--- config.mk ---
export PLATFORM = sky130hd
export DESIGN_NAME = cpu_general_register_file
export DESIGN_NICKNAME = d
export VERILOG_FILES = /design/src/rtl/cpu_general_register_file.v /design/src/rtl/data_reg_bank.v /design/src/rtl/address_reg_set.v
export VERILOG_INCLUDE_DIRS = /design/src /design/src/rtl
export SDC_FILE = /design/constraint.sdc
export NUM_CORES = 1
export LEC_CHECK = 0
export BUFFER_PORTS_ARGS = -buffer_cell sky130_fd_sc_hd__buf_2
export CAP_MARGIN = 20
export CORE_ASPECT_RATIO = 1.75
export CORE_MARGIN = 10
export CORE_UTILIZATION = 38
export CTS_CLUSTER_SIZE = 20
export DETAILED_ROUTE_END_ITERATION = 7
export HOLD_SLACK_MARGIN = 0.06
export MAX_ROUTING_LAYER = met4
export PLACE_DENSITY_LB_ADDON = 0.05
export SYNTH_ARGS = -nofsm -noshare
export SYNTH_HDL_FRONTEND = slang
export SYNTH_SLANG_ARGS = --single-unit
--- constraint.sdc ---
create_clock -name core_clk -period 9.1 [get_ports core_clk]
set_input_delay 0.455 -clock core_clk [delete_from_list [all_inputs] [get_ports core_clk]]
set_output_delay 0.455 -clock core_clk [all_outputs]
set_load 0.05 [all_outputs]
--- src/rtl/cpu_regfile_regs.vh ---
// Register offsets, field positions, reset values and widths of the core register file
`ifndef CPU_REGFILE_REGS_VH
`define CPU_REGFILE_REGS_VH

// =====================================================================
// Register offsets (byte addresses on the APB)
`define OFS_DATA_REG_0      12'h000
`define OFS_DATA_REG_1      12'h004
`define OFS_DATA_REG_2      12'h008
`define OFS_DATA_REG_3      12'h00C
`define OFS_ADDR_INDEX_0    12'h010
`define OFS_ADDR_INDEX_1    12'h014
`define OFS_STATIC_BASE     12'h018
`define OFS_FRAME_BASE      12'h01C
`define OFS_USER_STACK      12'h020
`define OFS_INTR_STACK      12'h024
`define OFS_VECTOR_BASE     12'h028
`define OFS_PROGRAM_COUNTER 12'h02C
`define OFS_FLAG_WORD       12'h030
`define OFS_ACTIVE_STACK    12'h034

// =====================================================================
// Flag word fields
`define FLG_BANK_BIT        4
`define FLG_STACK_BIT       7

// =====================================================================
// Reset values
`define RST_DATA16          16'h0000
`define RST_ADDR24          24'h00_0000
`define RST_FLAG16          16'h0000

// =====================================================================
// Execution-side register selectors
`define SEL_D0              4'h0
`define SEL_D1              4'h1
`define SEL_D2              4'h2
`define SEL_D3              4'h3
`define SEL_A0              4'h4
`define SEL_A1              4'h5
`define SEL_SB              4'h6
`define SEL_FB              4'h7
`define SEL_USP             4'h8
`define SEL_ISP             4'h9
`define SEL_VTB             4'hA
`define SEL_SPACT           4'hB
`define SEL_FLAG            4'hC
`define SEL_PC              4'hD

// Write size codes
`define SZ_LOW              2'h0
`define SZ_HIGH             2'h1
`define SZ_WORD             2'h2
`define SZ_LONG             2'h3

`endif

--- src/rtl/cpu_general_register_file.v ---
// Core general register file with execution ports and APB access
//
// Chosen here: the APB register port and the register addresses.
`timescale 1ns/10ps
`include "cpu_regfile_regs.vh"

module cpu_general_register_file (
  input  wire        core_clk,
  input  wire        rst_n,
  // APB slave
  input  wire        psel,
  input  wire        penable,
  input  wire        pwrite,
  input  wire [11:0] paddr,
  input  wire [31:0] pwdata,
  output reg  [31:0] prdata,
  output reg         pready,
  output reg         pslverr,
  // Execution write port
  input  wire        ex_wr_en,
  input  wire [3:0]  ex_wr_sel,
  input  wire [1:0]  ex_wr_size,
  input  wire [31:0] ex_wr_data,
  // Execution read ports
  input  wire [3:0]  ex_rd_sel_a,
  input  wire [1:0]  ex_rd_size_a,
  input  wire [3:0]  ex_rd_sel_b,
  output reg  [31:0] ex_rd_data_a,
  output reg  [31:0] ex_rd_data_b,
  // Program counter update
  input  wire        pc_load,
  input  wire [23:0] pc_next,
  // Address generation bases, program counter and flag word
  output reg  [23:0] stack_pointer,
  output reg  [23:0] static_base_out,
  output reg  [23:0] frame_base_out,
  output reg  [23:0] vector_base_out,
  output reg  [23:0] program_counter_out,
  output reg  [15:0] flag_word_out
);

  // ===================================================================
  // Shared state
  reg  [23:0] program_counter;
  reg  [15:0] cpu_flag_word;
  wire        bank_sel  = cpu_flag_word[`FLG_BANK_BIT];
  wire        stack_sel = cpu_flag_word[`FLG_STACK_BIT];

  // ===================================================================
  // APB decode: writes land on the access phase edge only
  wire apb_access = psel && penable;

  // ===================================================================
  // Bus answer sequencer: one answer per access, so a write lands once
  // Waiting for the first access edge
  localparam [1:0] ST_IDLE   = 2'b01;
  // Answer standing for one cycle
  localparam [1:0] ST_ANSWER = 2'b10;
  reg  [1:0]  bus_state_reg;
  reg  [1:0]  bus_state_next;

  always @* begin
    bus_state_next = bus_state_reg;
    case (bus_state_reg)
      ST_IDLE: begin
        if (apb_access) begin
          bus_state_next = ST_ANSWER;
        end
      end
      ST_ANSWER: begin
        bus_state_next = ST_IDLE;
      end
      // Unknown codes fall back to idle
      default: begin
        bus_state_next = ST_IDLE;
      end
    endcase
  end

  always @(posedge core_clk) begin
    if (!rst_n) begin
      bus_state_reg <= ST_IDLE;
    end else begin
      bus_state_reg <= bus_state_next;
    end
  end

  // Held access edge with pready up must not write a second time
  wire apb_take   = apb_access && (bus_state_reg == ST_IDLE);
  wire apb_wr     = apb_take && pwrite;
  reg  [3:0]  apb_sel;
  reg         apb_hit;

  always @* begin
    apb_hit = 1'b1;
    apb_sel = `SEL_D0;
    case (paddr)
      `OFS_DATA_REG_0:      apb_sel = `SEL_D0;
      `OFS_DATA_REG_1:      apb_sel = `SEL_D1;
      `OFS_DATA_REG_2:      apb_sel = `SEL_D2;
      `OFS_DATA_REG_3:      apb_sel = `SEL_D3;
      `OFS_ADDR_INDEX_0:    apb_sel = `SEL_A0;
      `OFS_ADDR_INDEX_1:    apb_sel = `SEL_A1;
      `OFS_STATIC_BASE:     apb_sel = `SEL_SB;
      `OFS_FRAME_BASE:      apb_sel = `SEL_FB;
      `OFS_USER_STACK:      apb_sel = `SEL_USP;
      `OFS_INTR_STACK:      apb_sel = `SEL_ISP;
      `OFS_VECTOR_BASE:     apb_sel = `SEL_VTB;
      `OFS_PROGRAM_COUNTER: apb_sel = `SEL_PC;
      `OFS_FLAG_WORD:       apb_sel = `SEL_FLAG;
      `OFS_ACTIVE_STACK:    apb_sel = `SEL_SPACT;
      default:              apb_hit = 1'b0;
    endcase
  end

  // Program counter is read only from the bus
  wire apb_wr_ok = apb_wr && apb_hit && (apb_sel != `SEL_PC);

  // ===================================================================
  // Write arbitration
  // One write per cycle, execution first
  wire        wr_go   = ex_wr_en || apb_wr_ok;
  wire [3:0]  wr_sel  = ex_wr_en ? ex_wr_sel : apb_sel;
  wire [1:0]  wr_size = ex_wr_en ? ex_wr_size : `SZ_WORD;
  wire [31:0] wr_data = ex_wr_en ? ex_wr_data : pwdata;
  // Bus loses a write clashing with the core; it gets an error answer
  wire        apb_lost = apb_wr && apb_hit && ex_wr_en;

  // ===================================================================
  // Two data banks
  wire [63:0] bank_flat [0:1];
  genvar b;
  generate
    for (b = 0; b < 2; b = b + 1) begin : g_bank
      wire bank_wr = wr_go && (wr_sel[3:2] == 2'b00) && (bank_sel == b);
      data_reg_bank u_bank (
        .core_clk  (core_clk),
        .rst_n     (rst_n),
        .wr_en     (bank_wr),
        .wr_idx    (wr_sel[1:0]),
        .wr_size   (wr_size),
        .wr_data   (wr_data),
        .data_flat (bank_flat[b])
      );
    end
  endgenerate

  // Bus and core see the current bank only; the other bank keeps its values
  wire [63:0] data_flat = bank_sel ? bank_flat[1] : bank_flat[0];

  // ===================================================================
  // Pointer registers
  // Active-stack writes steer to the flagged pointer
  wire [3:0]  ptr_sel   = (wr_sel == `SEL_SPACT) ?
                          (stack_sel ? `SEL_ISP : `SEL_USP) : wr_sel;
  // Flag and counter selectors lie outside this range and never land here
  wire        ptr_wr    = wr_go && (ptr_sel >= `SEL_A0) && (ptr_sel <= `SEL_VTB);
  wire [3:0]  ptr_ofs   = ptr_sel - `SEL_A0;
  wire [167:0] ptr_flat;

  address_reg_set u_ptrs (
    .core_clk (core_clk),
    .rst_n    (rst_n),
    .wr_en    (ptr_wr),
    .wr_idx   (ptr_ofs[2:0]),
    .wr_data  (wr_data[23:0]),
    .ptr_flat (ptr_flat)
  );

  wire [23:0] addr_idx0 = ptr_flat[23:0];
  wire [23:0] addr_idx1 = ptr_flat[47:24];
  wire [23:0] sb_val    = ptr_flat[71:48];
  wire [23:0] fb_val    = ptr_flat[95:72];
  wire [23:0] usp_val   = ptr_flat[119:96];
  wire [23:0] isp_val   = ptr_flat[143:120];
  wire [23:0] vtb_val   = ptr_flat[167:144];
  wire [23:0] sp_val    = stack_sel ? isp_val : usp_val;

  // ===================================================================
  // Flag word and program counter
  always @(posedge core_clk) begin
    if (!rst_n) begin
      cpu_flag_word <= `RST_FLAG16;
    end else if (wr_go && wr_sel == `SEL_FLAG) begin
      cpu_flag_word <= wr_data[15:0];
    end
  end

  // Only the core loads the counter; bus writes to it are ignored
  always @(posedge core_clk) begin
    if (!rst_n) begin
      program_counter <= `RST_ADDR24;
    end else if (pc_load) begin
      program_counter <= pc_next;
    end
  end

  // ===================================================================
  // Read mux, shared by core ports and bus
  // Byte sizes on registers 2 and 3 read back as a whole word
  function [31:0] read_sel;
    input [3:0] sel;
    input [1:0] size;
    begin
      read_sel = 32'h0000_0000;
      case (sel)
        `SEL_D0, `SEL_D1, `SEL_D2, `SEL_D3: begin
          // Byte halves of first two registers
          if (size == `SZ_LOW && sel[1] == 1'b0) begin
            read_sel = {24'h00_0000, data_flat[sel[0]*16 +: 8]};
          end else if (size == `SZ_HIGH && sel[1] == 1'b0) begin
            read_sel = {24'h00_0000, data_flat[sel[0]*16 + 8 +: 8]};
          end else if (size == `SZ_LONG) begin
            // Pair read, upper word from 2 or 3
            read_sel = {data_flat[(sel[0]+2)*16 +: 16], data_flat[sel[0]*16 +: 16]};
          end else begin
            read_sel = {16'h0000, data_flat[sel[1:0]*16 +: 16]};
          end
        end
        `SEL_A0:    read_sel = {8'h00, addr_idx0};
        `SEL_A1:    read_sel = {8'h00, addr_idx1};
        `SEL_SB:    read_sel = {8'h00, sb_val};
        `SEL_FB:    read_sel = {8'h00, fb_val};
        `SEL_USP:   read_sel = {8'h00, usp_val};
        `SEL_ISP:   read_sel = {8'h00, isp_val};
        `SEL_VTB:   read_sel = {8'h00, vtb_val};
        `SEL_SPACT: read_sel = {8'h00, sp_val};
        `SEL_FLAG:  read_sel = {16'h0000, cpu_flag_word};
        `SEL_PC:    read_sel = {8'h00, program_counter};
        default:    read_sel = 32'h0000_0000;
      endcase
    end
  endfunction

  // ===================================================================
  // Registered outputs
  // Reads have no side effects
  always @(posedge core_clk) begin
    if (!rst_n) begin
      ex_rd_data_a        <= 32'h0000_0000;
      ex_rd_data_b        <= 32'h0000_0000;
      stack_pointer       <= `RST_ADDR24;
      static_base_out     <= `RST_ADDR24;
      frame_base_out      <= `RST_ADDR24;
      vector_base_out     <= `RST_ADDR24;
      program_counter_out <= `RST_ADDR24;
      flag_word_out       <= `RST_FLAG16;
    end else begin
      ex_rd_data_a        <= read_sel(ex_rd_sel_a, ex_rd_size_a);
      ex_rd_data_b        <= read_sel(ex_rd_sel_b, `SZ_WORD);
      stack_pointer       <= sp_val;
      static_base_out     <= sb_val;
      frame_base_out      <= fb_val;
      vector_base_out     <= vtb_val;
      program_counter_out <= program_counter;
      flag_word_out       <= cpu_flag_word;
    end
  end

  // ===================================================================
  // Bus answer values, taken on the first access edge
  // Writes answer zero so stale read data never leaks into a write reply
  wire        apb_err_next   = !apb_hit || apb_lost;
  wire [31:0] apb_rdata_next = (apb_hit && !pwrite) ? read_sel(apb_sel, `SZ_WORD) :
                                                      32'h0000_0000;

  // Answer one cycle into the access phase, so pready is a clean flop
  always @(posedge core_clk) begin
    if (!rst_n) begin
      pready  <= 1'b0;
      pslverr <= 1'b0;
      prdata  <= 32'h0000_0000;
    end else if (apb_take) begin
      pready  <= 1'b1;
      pslverr <= apb_err_next;
      prdata  <= apb_rdata_next;
    end else begin
      pready  <= 1'b0;
      pslverr <= 1'b0;
    end
  end

endmodule

--- src/rtl/data_reg_bank.v ---
// One bank of the four data registers, the first two split into bytes, with pairing
`timescale 1ns/10ps
`include "cpu_regfile_regs.vh"

module data_reg_bank (
  input  wire        core_clk,
  input  wire        rst_n,
  input  wire        wr_en,
  input  wire [1:0]  wr_idx,
  input  wire [1:0]  wr_size,
  input  wire [31:0] wr_data,
  output wire [63:0] data_flat
);

  reg  [15:0] data_reg [0:3];
  wire [15:0] pair_hi_next [0:3];

  genvar g;
  generate
    for (g = 0; g < 4; g = g + 1) begin : g_reg
      // Pairs take upper word for members 2 and 3
      assign pair_hi_next[g] = (g >= 2) ? wr_data[31:16] : wr_data[15:0];
      always @(posedge core_clk) begin
        if (!rst_n) begin
          data_reg[g] <= `RST_DATA16;
        end else if (wr_en) begin
          if (wr_size == `SZ_LOW && wr_idx == g && g < 2) begin
            data_reg[g][7:0] <= wr_data[7:0];
          end else if (wr_size == `SZ_HIGH && wr_idx == g && g < 2) begin
            data_reg[g][15:8] <= wr_data[7:0];
          end else if (wr_size == `SZ_WORD && wr_idx == g) begin
            data_reg[g] <= wr_data[15:0];
          // Pair 0 is 2:0, pair 1 is 3:1
          end else if (wr_size == `SZ_LONG && wr_idx[0] == (g % 2)) begin
            data_reg[g] <= pair_hi_next[g];
          end
        end
      end
      assign data_flat[g*16 +: 16] = data_reg[g];
    end
  endgenerate

endmodule

--- src/rtl/address_reg_set.v ---
// Pointer registers: address, base, stack and vector table
`timescale 1ns/10ps
`include "cpu_regfile_regs.vh"

module address_reg_set (
  input  wire        core_clk,
  input  wire        rst_n,
  input  wire        wr_en,
  input  wire [2:0]  wr_idx,
  input  wire [23:0] wr_data,
  output wire [167:0] ptr_flat
);

  // Order: idx0, idx1, static, frame, user sp, intr sp, vector base
  reg [23:0] ptr_reg [0:6];

  genvar g;
  generate
    for (g = 0; g < 7; g = g + 1) begin : g_ptr
      always @(posedge core_clk) begin
        if (!rst_n) begin
          ptr_reg[g] <= `RST_ADDR24;
        end else if (wr_en && wr_idx == g) begin
          ptr_reg[g] <= wr_data;
        end
      end
      assign ptr_flat[g*24 +: 24] = ptr_reg[g];
    end
  endgenerate

endmodule

==> flow_summary.yaml, run 1 <==
final_layout:
  syn2layout_area_growth_pct: 19.1
  fin_nets: 2944
  stdcell_count: 3793
  design_area_um2: 32700
  largest_reg_flops: 168
  drive_above_1_share_pct: 26.7
floorplanning:
  std_cell_rows: 130
  core-area_um2: 71700
  io_pins: 357
  die_x_um: 223
  die_area_um2: 83700
  initial_core_util_pct: 38.2
  dieHeight_um: 375
global_routing:
  antenna_found_initial: 6
  track_usage_pct: 33.0
  overflow: 0
  grt_max_degree: 76
  grt_pass1_vias: 24477
  grt_pass1_wl_mm: 192
yosys:
  synth_edf_count: 296
  synth_cell_types: 72
  synth.most_common_cell: "nor2_1"
  synth_flop_cell: "edfxtp_1"
  syn_inst: 2499
  ys_async_sr_fraction_pct: 0
  yosysSeqAreaShare_pct: 51.4
  ys_top_cells_by_area: "edfxtp_1 32%, dfxtp_1 19%, mux4_2 7.1%"
  yosys-top-cells-count: "424 x nor2_1, 296 x edfxtp_1, 260 x dfxtp_1"
  synth_area_per_cell_um2: 11.0
  synth_top_cell_area_share_pct: 32.4
  synth_top_area_cell: "edfxtp_1"
  ys_ff_latch: 556
  yosys_warnings: 0
  syn_area_um2: 27400
clocking:
  cts_hold_buf: 22
  cts_buffer_depth: 3
  cts.clk_slew.worst_paths_ns: 0.07
  h-tree-depth: 2
  cts_resized: 0
  cts_tree: "yes"
  cts_buffers: 54
  cts_root_buf: "clkbuf_16"
  clkLatencyLatePin_ns: 0.64
  clock-sinks: 556
  post_cts_buffers: 0
critical_path:
  critPathLaunchType: "input port"
  cp-end-kind: "register"
  crit_fanout: 38
  cp.arrival_ns: 4.57
  ff2ff_path_depth: 8
  rr_startpoint: "bus_state_reg[1]"
  critPathKind: "in2reg"
  rr_endpoint: "g_bank[1].u_bank.data_reg[2][5]"
  rrSetupSlack_ns: 4.92
  cp.required_ns: 9.27
status:
  status: "completed"
place:
  placed_cells: 3664
  post-place-ws_ns: 4.08
  io_buffers: 340
  post-dp-hpwl_mm: 101
  routabilityCongestion: 0.979
  dpl-instance-area_um2: 30500
route:
  drtIter0Drc: 3184
  via_per_inst: 6.44
  drt-total-wl_mm: 139
  dr.pass1.iters: 8
  drt.antenna.violating_nets: 0
  routedWlPerCell_um: 36.7
  drcViolationCount: 0
  num_vias: 24445
timing:
  fin_setup_tns_ns: 0
  fmax_mhz: 227
  fin_crit_ns: 4.40
  rsz0062_at_grt: "false"
  setup_slack_ns: 4.70
  fin_skew_ns: 0.0266
  slew_headroom_pct: 16.0
  hold_viol: 0
  tightest_slew_ns: 1.26
  slew_violations: 0
  period_share_pct: 48.3
  setup_violations: 0
min_path:
  whs_path_depth: 3
  whs_endpoint: "program_counter[19]"
  hp-class: "in2reg"
  hp-start: "pc_next[19]"
pwr:
  max-vdd-ir-drop_v: 0.000137
  p_per_area_nw_per_um2: 190
  p_leak_nw: 12.2
run:
  maxCapViolCount: 0
critical path, stage by stage:
cell	delay [ns]
buf_2	0.12
nor4_4	0.48
nand2_1	0.57
o31ai_1	0.95
or3_1	0.22
buf_4	0.40
or3_1	0.67
nand2_1	0.69
cell families after synthesis:
logic type / synth area share [%]
AO/OA/AOI/OAI: 16.5
other: 0.0137
multiplexers: 14.5
flip-flops: 51.4
AND/OR/NAND/NOR: 14.2
buffers and inverters: 3.40
layout make-up:
type                            count  area (um^2)
Fill cell                        6859        39100
Multi-Input combinational cell   1737        12700
Sequential cell                   556        14100
Clock inverter                     33          289
Tap cell                          924         1160
Inverter                           10         37.5
Antenna cell                        4         10.0
Clock buffer                       67         1590
Timing Repair Buffer              462         2740
through the flow:
stage / util, % / hold slack [ns] / power, W
after floorplan: - / 0.487 / 0.00343
after global placement: 42.4 / 0.458 / 0.00383
after detailed placement: 42.5 / 0.472 / 0.00384
after CTS: 45.4 / 0.0619 / 0.00623
after global routing: 45.5 / 0.106 / 0.00638
final: 45.5 / 0.0823 / 0.00622
layer usage:
layer | part of all wire, % | wire length [um] | vias to the layer above | track usage (%)
li1 | - | - | 10141 | -
met1 | 35 | 49000 | 12042 | 36.2
met2 | 48 | 67000 | 1757 | 53.4
met3 | 8.8 | 12200 | 505 | 6.54
met4 | 7.9 | 11000 | 0 | 22.3
met5 | 0 | 0 | - | -
where the power goes:
part	total (W)	internal [W]	switching [W]	leakage (nW)
logic	0.000915	0.000260	0.000655	6.20
registers	0.00290	0.00277	0.000127	5.02
clock network	0.00240	0.00134	0.00106	0.946
layout by cell type, fill, tap and decap left out, types with 7 or more instances in the layout:
| cell | n |
|---|---|
| mux2i_1 | 116 |
| a21o_1 | 12 |
| mux2_2 | 75 |
| or3_1 | 12 |
| buf_2 | 338 |
| nor2_4 | 7 |
| and3_1 | 18 |
| clkbuf_16 | 61 |
| inv_1 | 8 |
| conb_1 | 16 |
| nor2_2 | 9 |
| a221oi_1 | 86 |
| a22oi_1 | 112 |
| a21oi_1 | 53 |
| dlygate4sd3_1 | 22 |
| a222oi_1 | 18 |
| a41oi_1 | 20 |
| dfxtp_1 | 258 |
| edfxtp_1 | 296 |
| mux4_2 | 87 |
| nor3_1 | 20 |
| and2_1 | 139 |
| nand2b_1 | 14 |
| nand2_1 | 134 |
| o2bb2ai_1 | 11 |
| nor2_1 | 408 |
| nand3_1 | 22 |
| a31oi_1 | 40 |
| a211oi_1 | 41 |
| a22o_1 | 62 |
| o22a_1 | 8 |
| o21ai_0 | 61 |
| clkinv_2 | 10 |
| buf_4 | 98 |
| o22ai_1 | 13 |
how the worst max path moves through the flow:
stage / slack [ns] / endpoint / from / depth (start not counted)
6_report: 4.70 / g_bank[0].u_bank.data_reg[2][5] / paddr[1] / 8
5_1_grt: 4.47 / g_bank[0].u_bank.data_reg[2][5] / paddr[7] / 8
4_1_cts: 4.73 / g_bank[0].u_bank.data_reg[2][5] / paddr[1] / 8
3_5_place_dp: 4.08 / g_bank[0].u_bank.data_reg[2][9] / paddr[1] / 8
3_3_place_gp: 4.28 / g_bank[0].u_bank.data_reg[2][10] / paddr[1] / 8
2_1_floorplan: 4.93 / u_ptrs.ptr_reg[1][0] / paddr[1] / 6
Power figures use the tool's default switching activity.
==> run 2, diff against run 1 <==
==> constraint.sdc (replaced) <==
create_clock -name core_clk -period 4.2 [get_ports core_clk]
set_input_delay 0.21 -clock core_clk [delete_from_list [all_inputs] [get_ports core_clk]]
set_output_delay 0.21 -clock core_clk [all_outputs]
set_load 0.05 [all_outputs]
==> run 2 against run 1 <==
- the flow now finishes with violations (design-rule violations)
- combinational power increased by 120%
- via count grew 0.27%
- hold slack lost 0.0065 ns
- sequential cell count did not move
- die area unchanged
- global-route usage decreased by 0.19 points
- clock skew grew 0.0031 ns
- final cell count increased by 1.8%
- clock power increased by 110%
- sequential share of layout area is 0.45 points lower
- critical path depth shrank 2
- design area is 1.1% higher
- largest cell class unchanged
==> flow_summary.yaml, run 2 (synthesized netlist as in run 1, its figures left out) <==
timing:
  setup_violations: 0
  fin_skew_ns: 0.0297
  fin_setup_tns_ns: 0
  tightest_slew_ns: 1.12
  fmax_mhz: 291
  fin_crit_ns: 3.44
  rsz0062_at_grt: "false"
  slew_violations: 0
  period_share_pct: 81.9
  slew_headroom_pct: 23.7
  fin_hold_ws_ns: 0.0758
  hold_viol: 0
floorplanning:
  dieHeight_um: 375
  std_cell_rows: 130
  initial_core_util_pct: 38.2
  io_pins: 357
  die_area_um2: 83700
  die_x_um: 223
  core-area_um2: 71700
final_layout:
  final_cell_mix: "412 x nor2_1, 338 x buf_2, 296 x edfxtp_1, 258 x dfxtp_1, 151 x buf_4"
  final_common_cell: "nor2_1"
  fin_nets: 3010
  syn2layout_area_growth_pct: 20.4
  largest_reg_flops: 168
  drive_above_1_share_pct: 27.4
pwr:
  p_leak_nw: 12.4
  p_per_area_nw_per_um2: 403
  max-vdd-ir-drop_v: 0.000314
critical_path:
  crit_fanout: 13
  path_depth: 6
  path_cells: "nand4b_1, a211o_1, o41ai_1, nand3_1, buf_4, o21ai_0"
  cp_top_family: "compound AO/OA/AOI/OAI gates"
  critPathBufInv: 1
  slowest_stage: "o21ai_0"
  cp.required_ns: 4.46
  critPathKind: "reg2reg"
  ff2ff_path_depth: 6
  cp-end-kind: "register"
  slowest_delay_ns: 0.89
  critPathLaunchType: "register"
  cp.arrival_ns: 3.70
run:
  maxCapViolCount: 0
status:
  status: "finished with violations"
  failed_checks: "design-rule violations"
route:
  drcViolationCount: 15
  drt.antenna.violating_nets: 0
  dr.pass1.iters: 8
  via_per_inst: 6.35
  wl_met3_mm: 11.6
  highest_layer: "met4"
  dr_wl_met2_mm: 67.6
  drtIter0Drc: 3181
  num_vias: 24511
  routedWlPerCell_um: 36.0
  drt-total-wl_mm: 139
  drt-met1-wl_mm: 47.7
place:
  post-dp-hpwl_mm: 103
  routabilityCongestion: 0.987
  io_buffers: 340
global_routing:
  grt_pass1_wl_mm: 191
  track_usage_pct: 32.8
  grt_max_degree: 85
  overflow: 0
  antenna_found_initial: 6
  grt_pass1_vias: 24573
clocking:
  cts_tree: "yes"
  cts_buffer_depth: 3
  cts_buffers: 53
  cts_root_buf: "clkbuf_16"
  clock-sinks: 556
  cts.clk_slew.worst_paths_ns: 0.07
  h-tree-depth: 2
  clkLatencyLatePin_ns: 0.65
  cts_resized: 0
min_path:
  whs_path_depth: 4
  hp-class: "in2reg"
run 2: worst min-delay path: stages:
cell and delay (ns):
buf_2 0.08, mux2_2 0.18, mux2i_1 0.07, nor2_1 0.07
run 2: where the power goes:
group | internal (W) | leakage [nW] | switching, W | total, W
Combinational | 0.000590 | 6.49 | 0.00140 | 0.00199
Clock | 0.00275 | 0.902 | 0.00226 | 0.00501
Sequential | 0.00600 | 5.02 | 0.000276 | 0.00628
run 2: worst paths after layout:
kind | slack (ns) | end | from
min reg2reg | 0.47 | prdata[18] | prdata[18]
max reg2reg | 0.76 | g_bank[1].u_bank.data_reg[1][2] | bus_state_reg[1]
max | 0.76 | g_bank[1].u_bank.data_reg[1][2] | bus_state_reg[1]
min | 0.08 | g_bank[0].u_bank.data_reg[2][15] | ex_wr_data[15]
run 2: metrics by stage:
stage                     cells  setup slack [ns]  instance area (um^2)  power [W]  util, %
after floorplan            2514             0.274                 27500    0.00743        -
after global placement     3716             0.862                 30800    0.00830     42.9
after detailed placement   3717             0.775                 30800    0.00832     42.9
after CTS                  3856             0.854                 33000     0.0133     46.0
after global routing       3858             0.745                 33000     0.0136     46.0
final                      3862             0.759                 33000     0.0133     46.0
run 2: layout make-up:
class	instances	area, um^2
fill	6720	38700
antenna	6	15.0
tap	924	1160
sequential	556	14100
clock inverter	30	235
inverter	10	37.5
multi-input combinational	1737	12700
timing repair buffer	529	3240
clock buffer	70	1560
run 2: routing by layer:
metal,GRT usage [%],vias to the layer above
met3,6.60,544
met2,54.2,1669
met1,34.6,12017
met5,-,-
li1,-,10281
met4,23.2,0
run 2: what timing repair did:
item / 4_1_cts / 5_1_grt
hold buffers: 39 / 0
buffers inserted: 0 / 0
endpoints found under the hold margin: 34 / 0
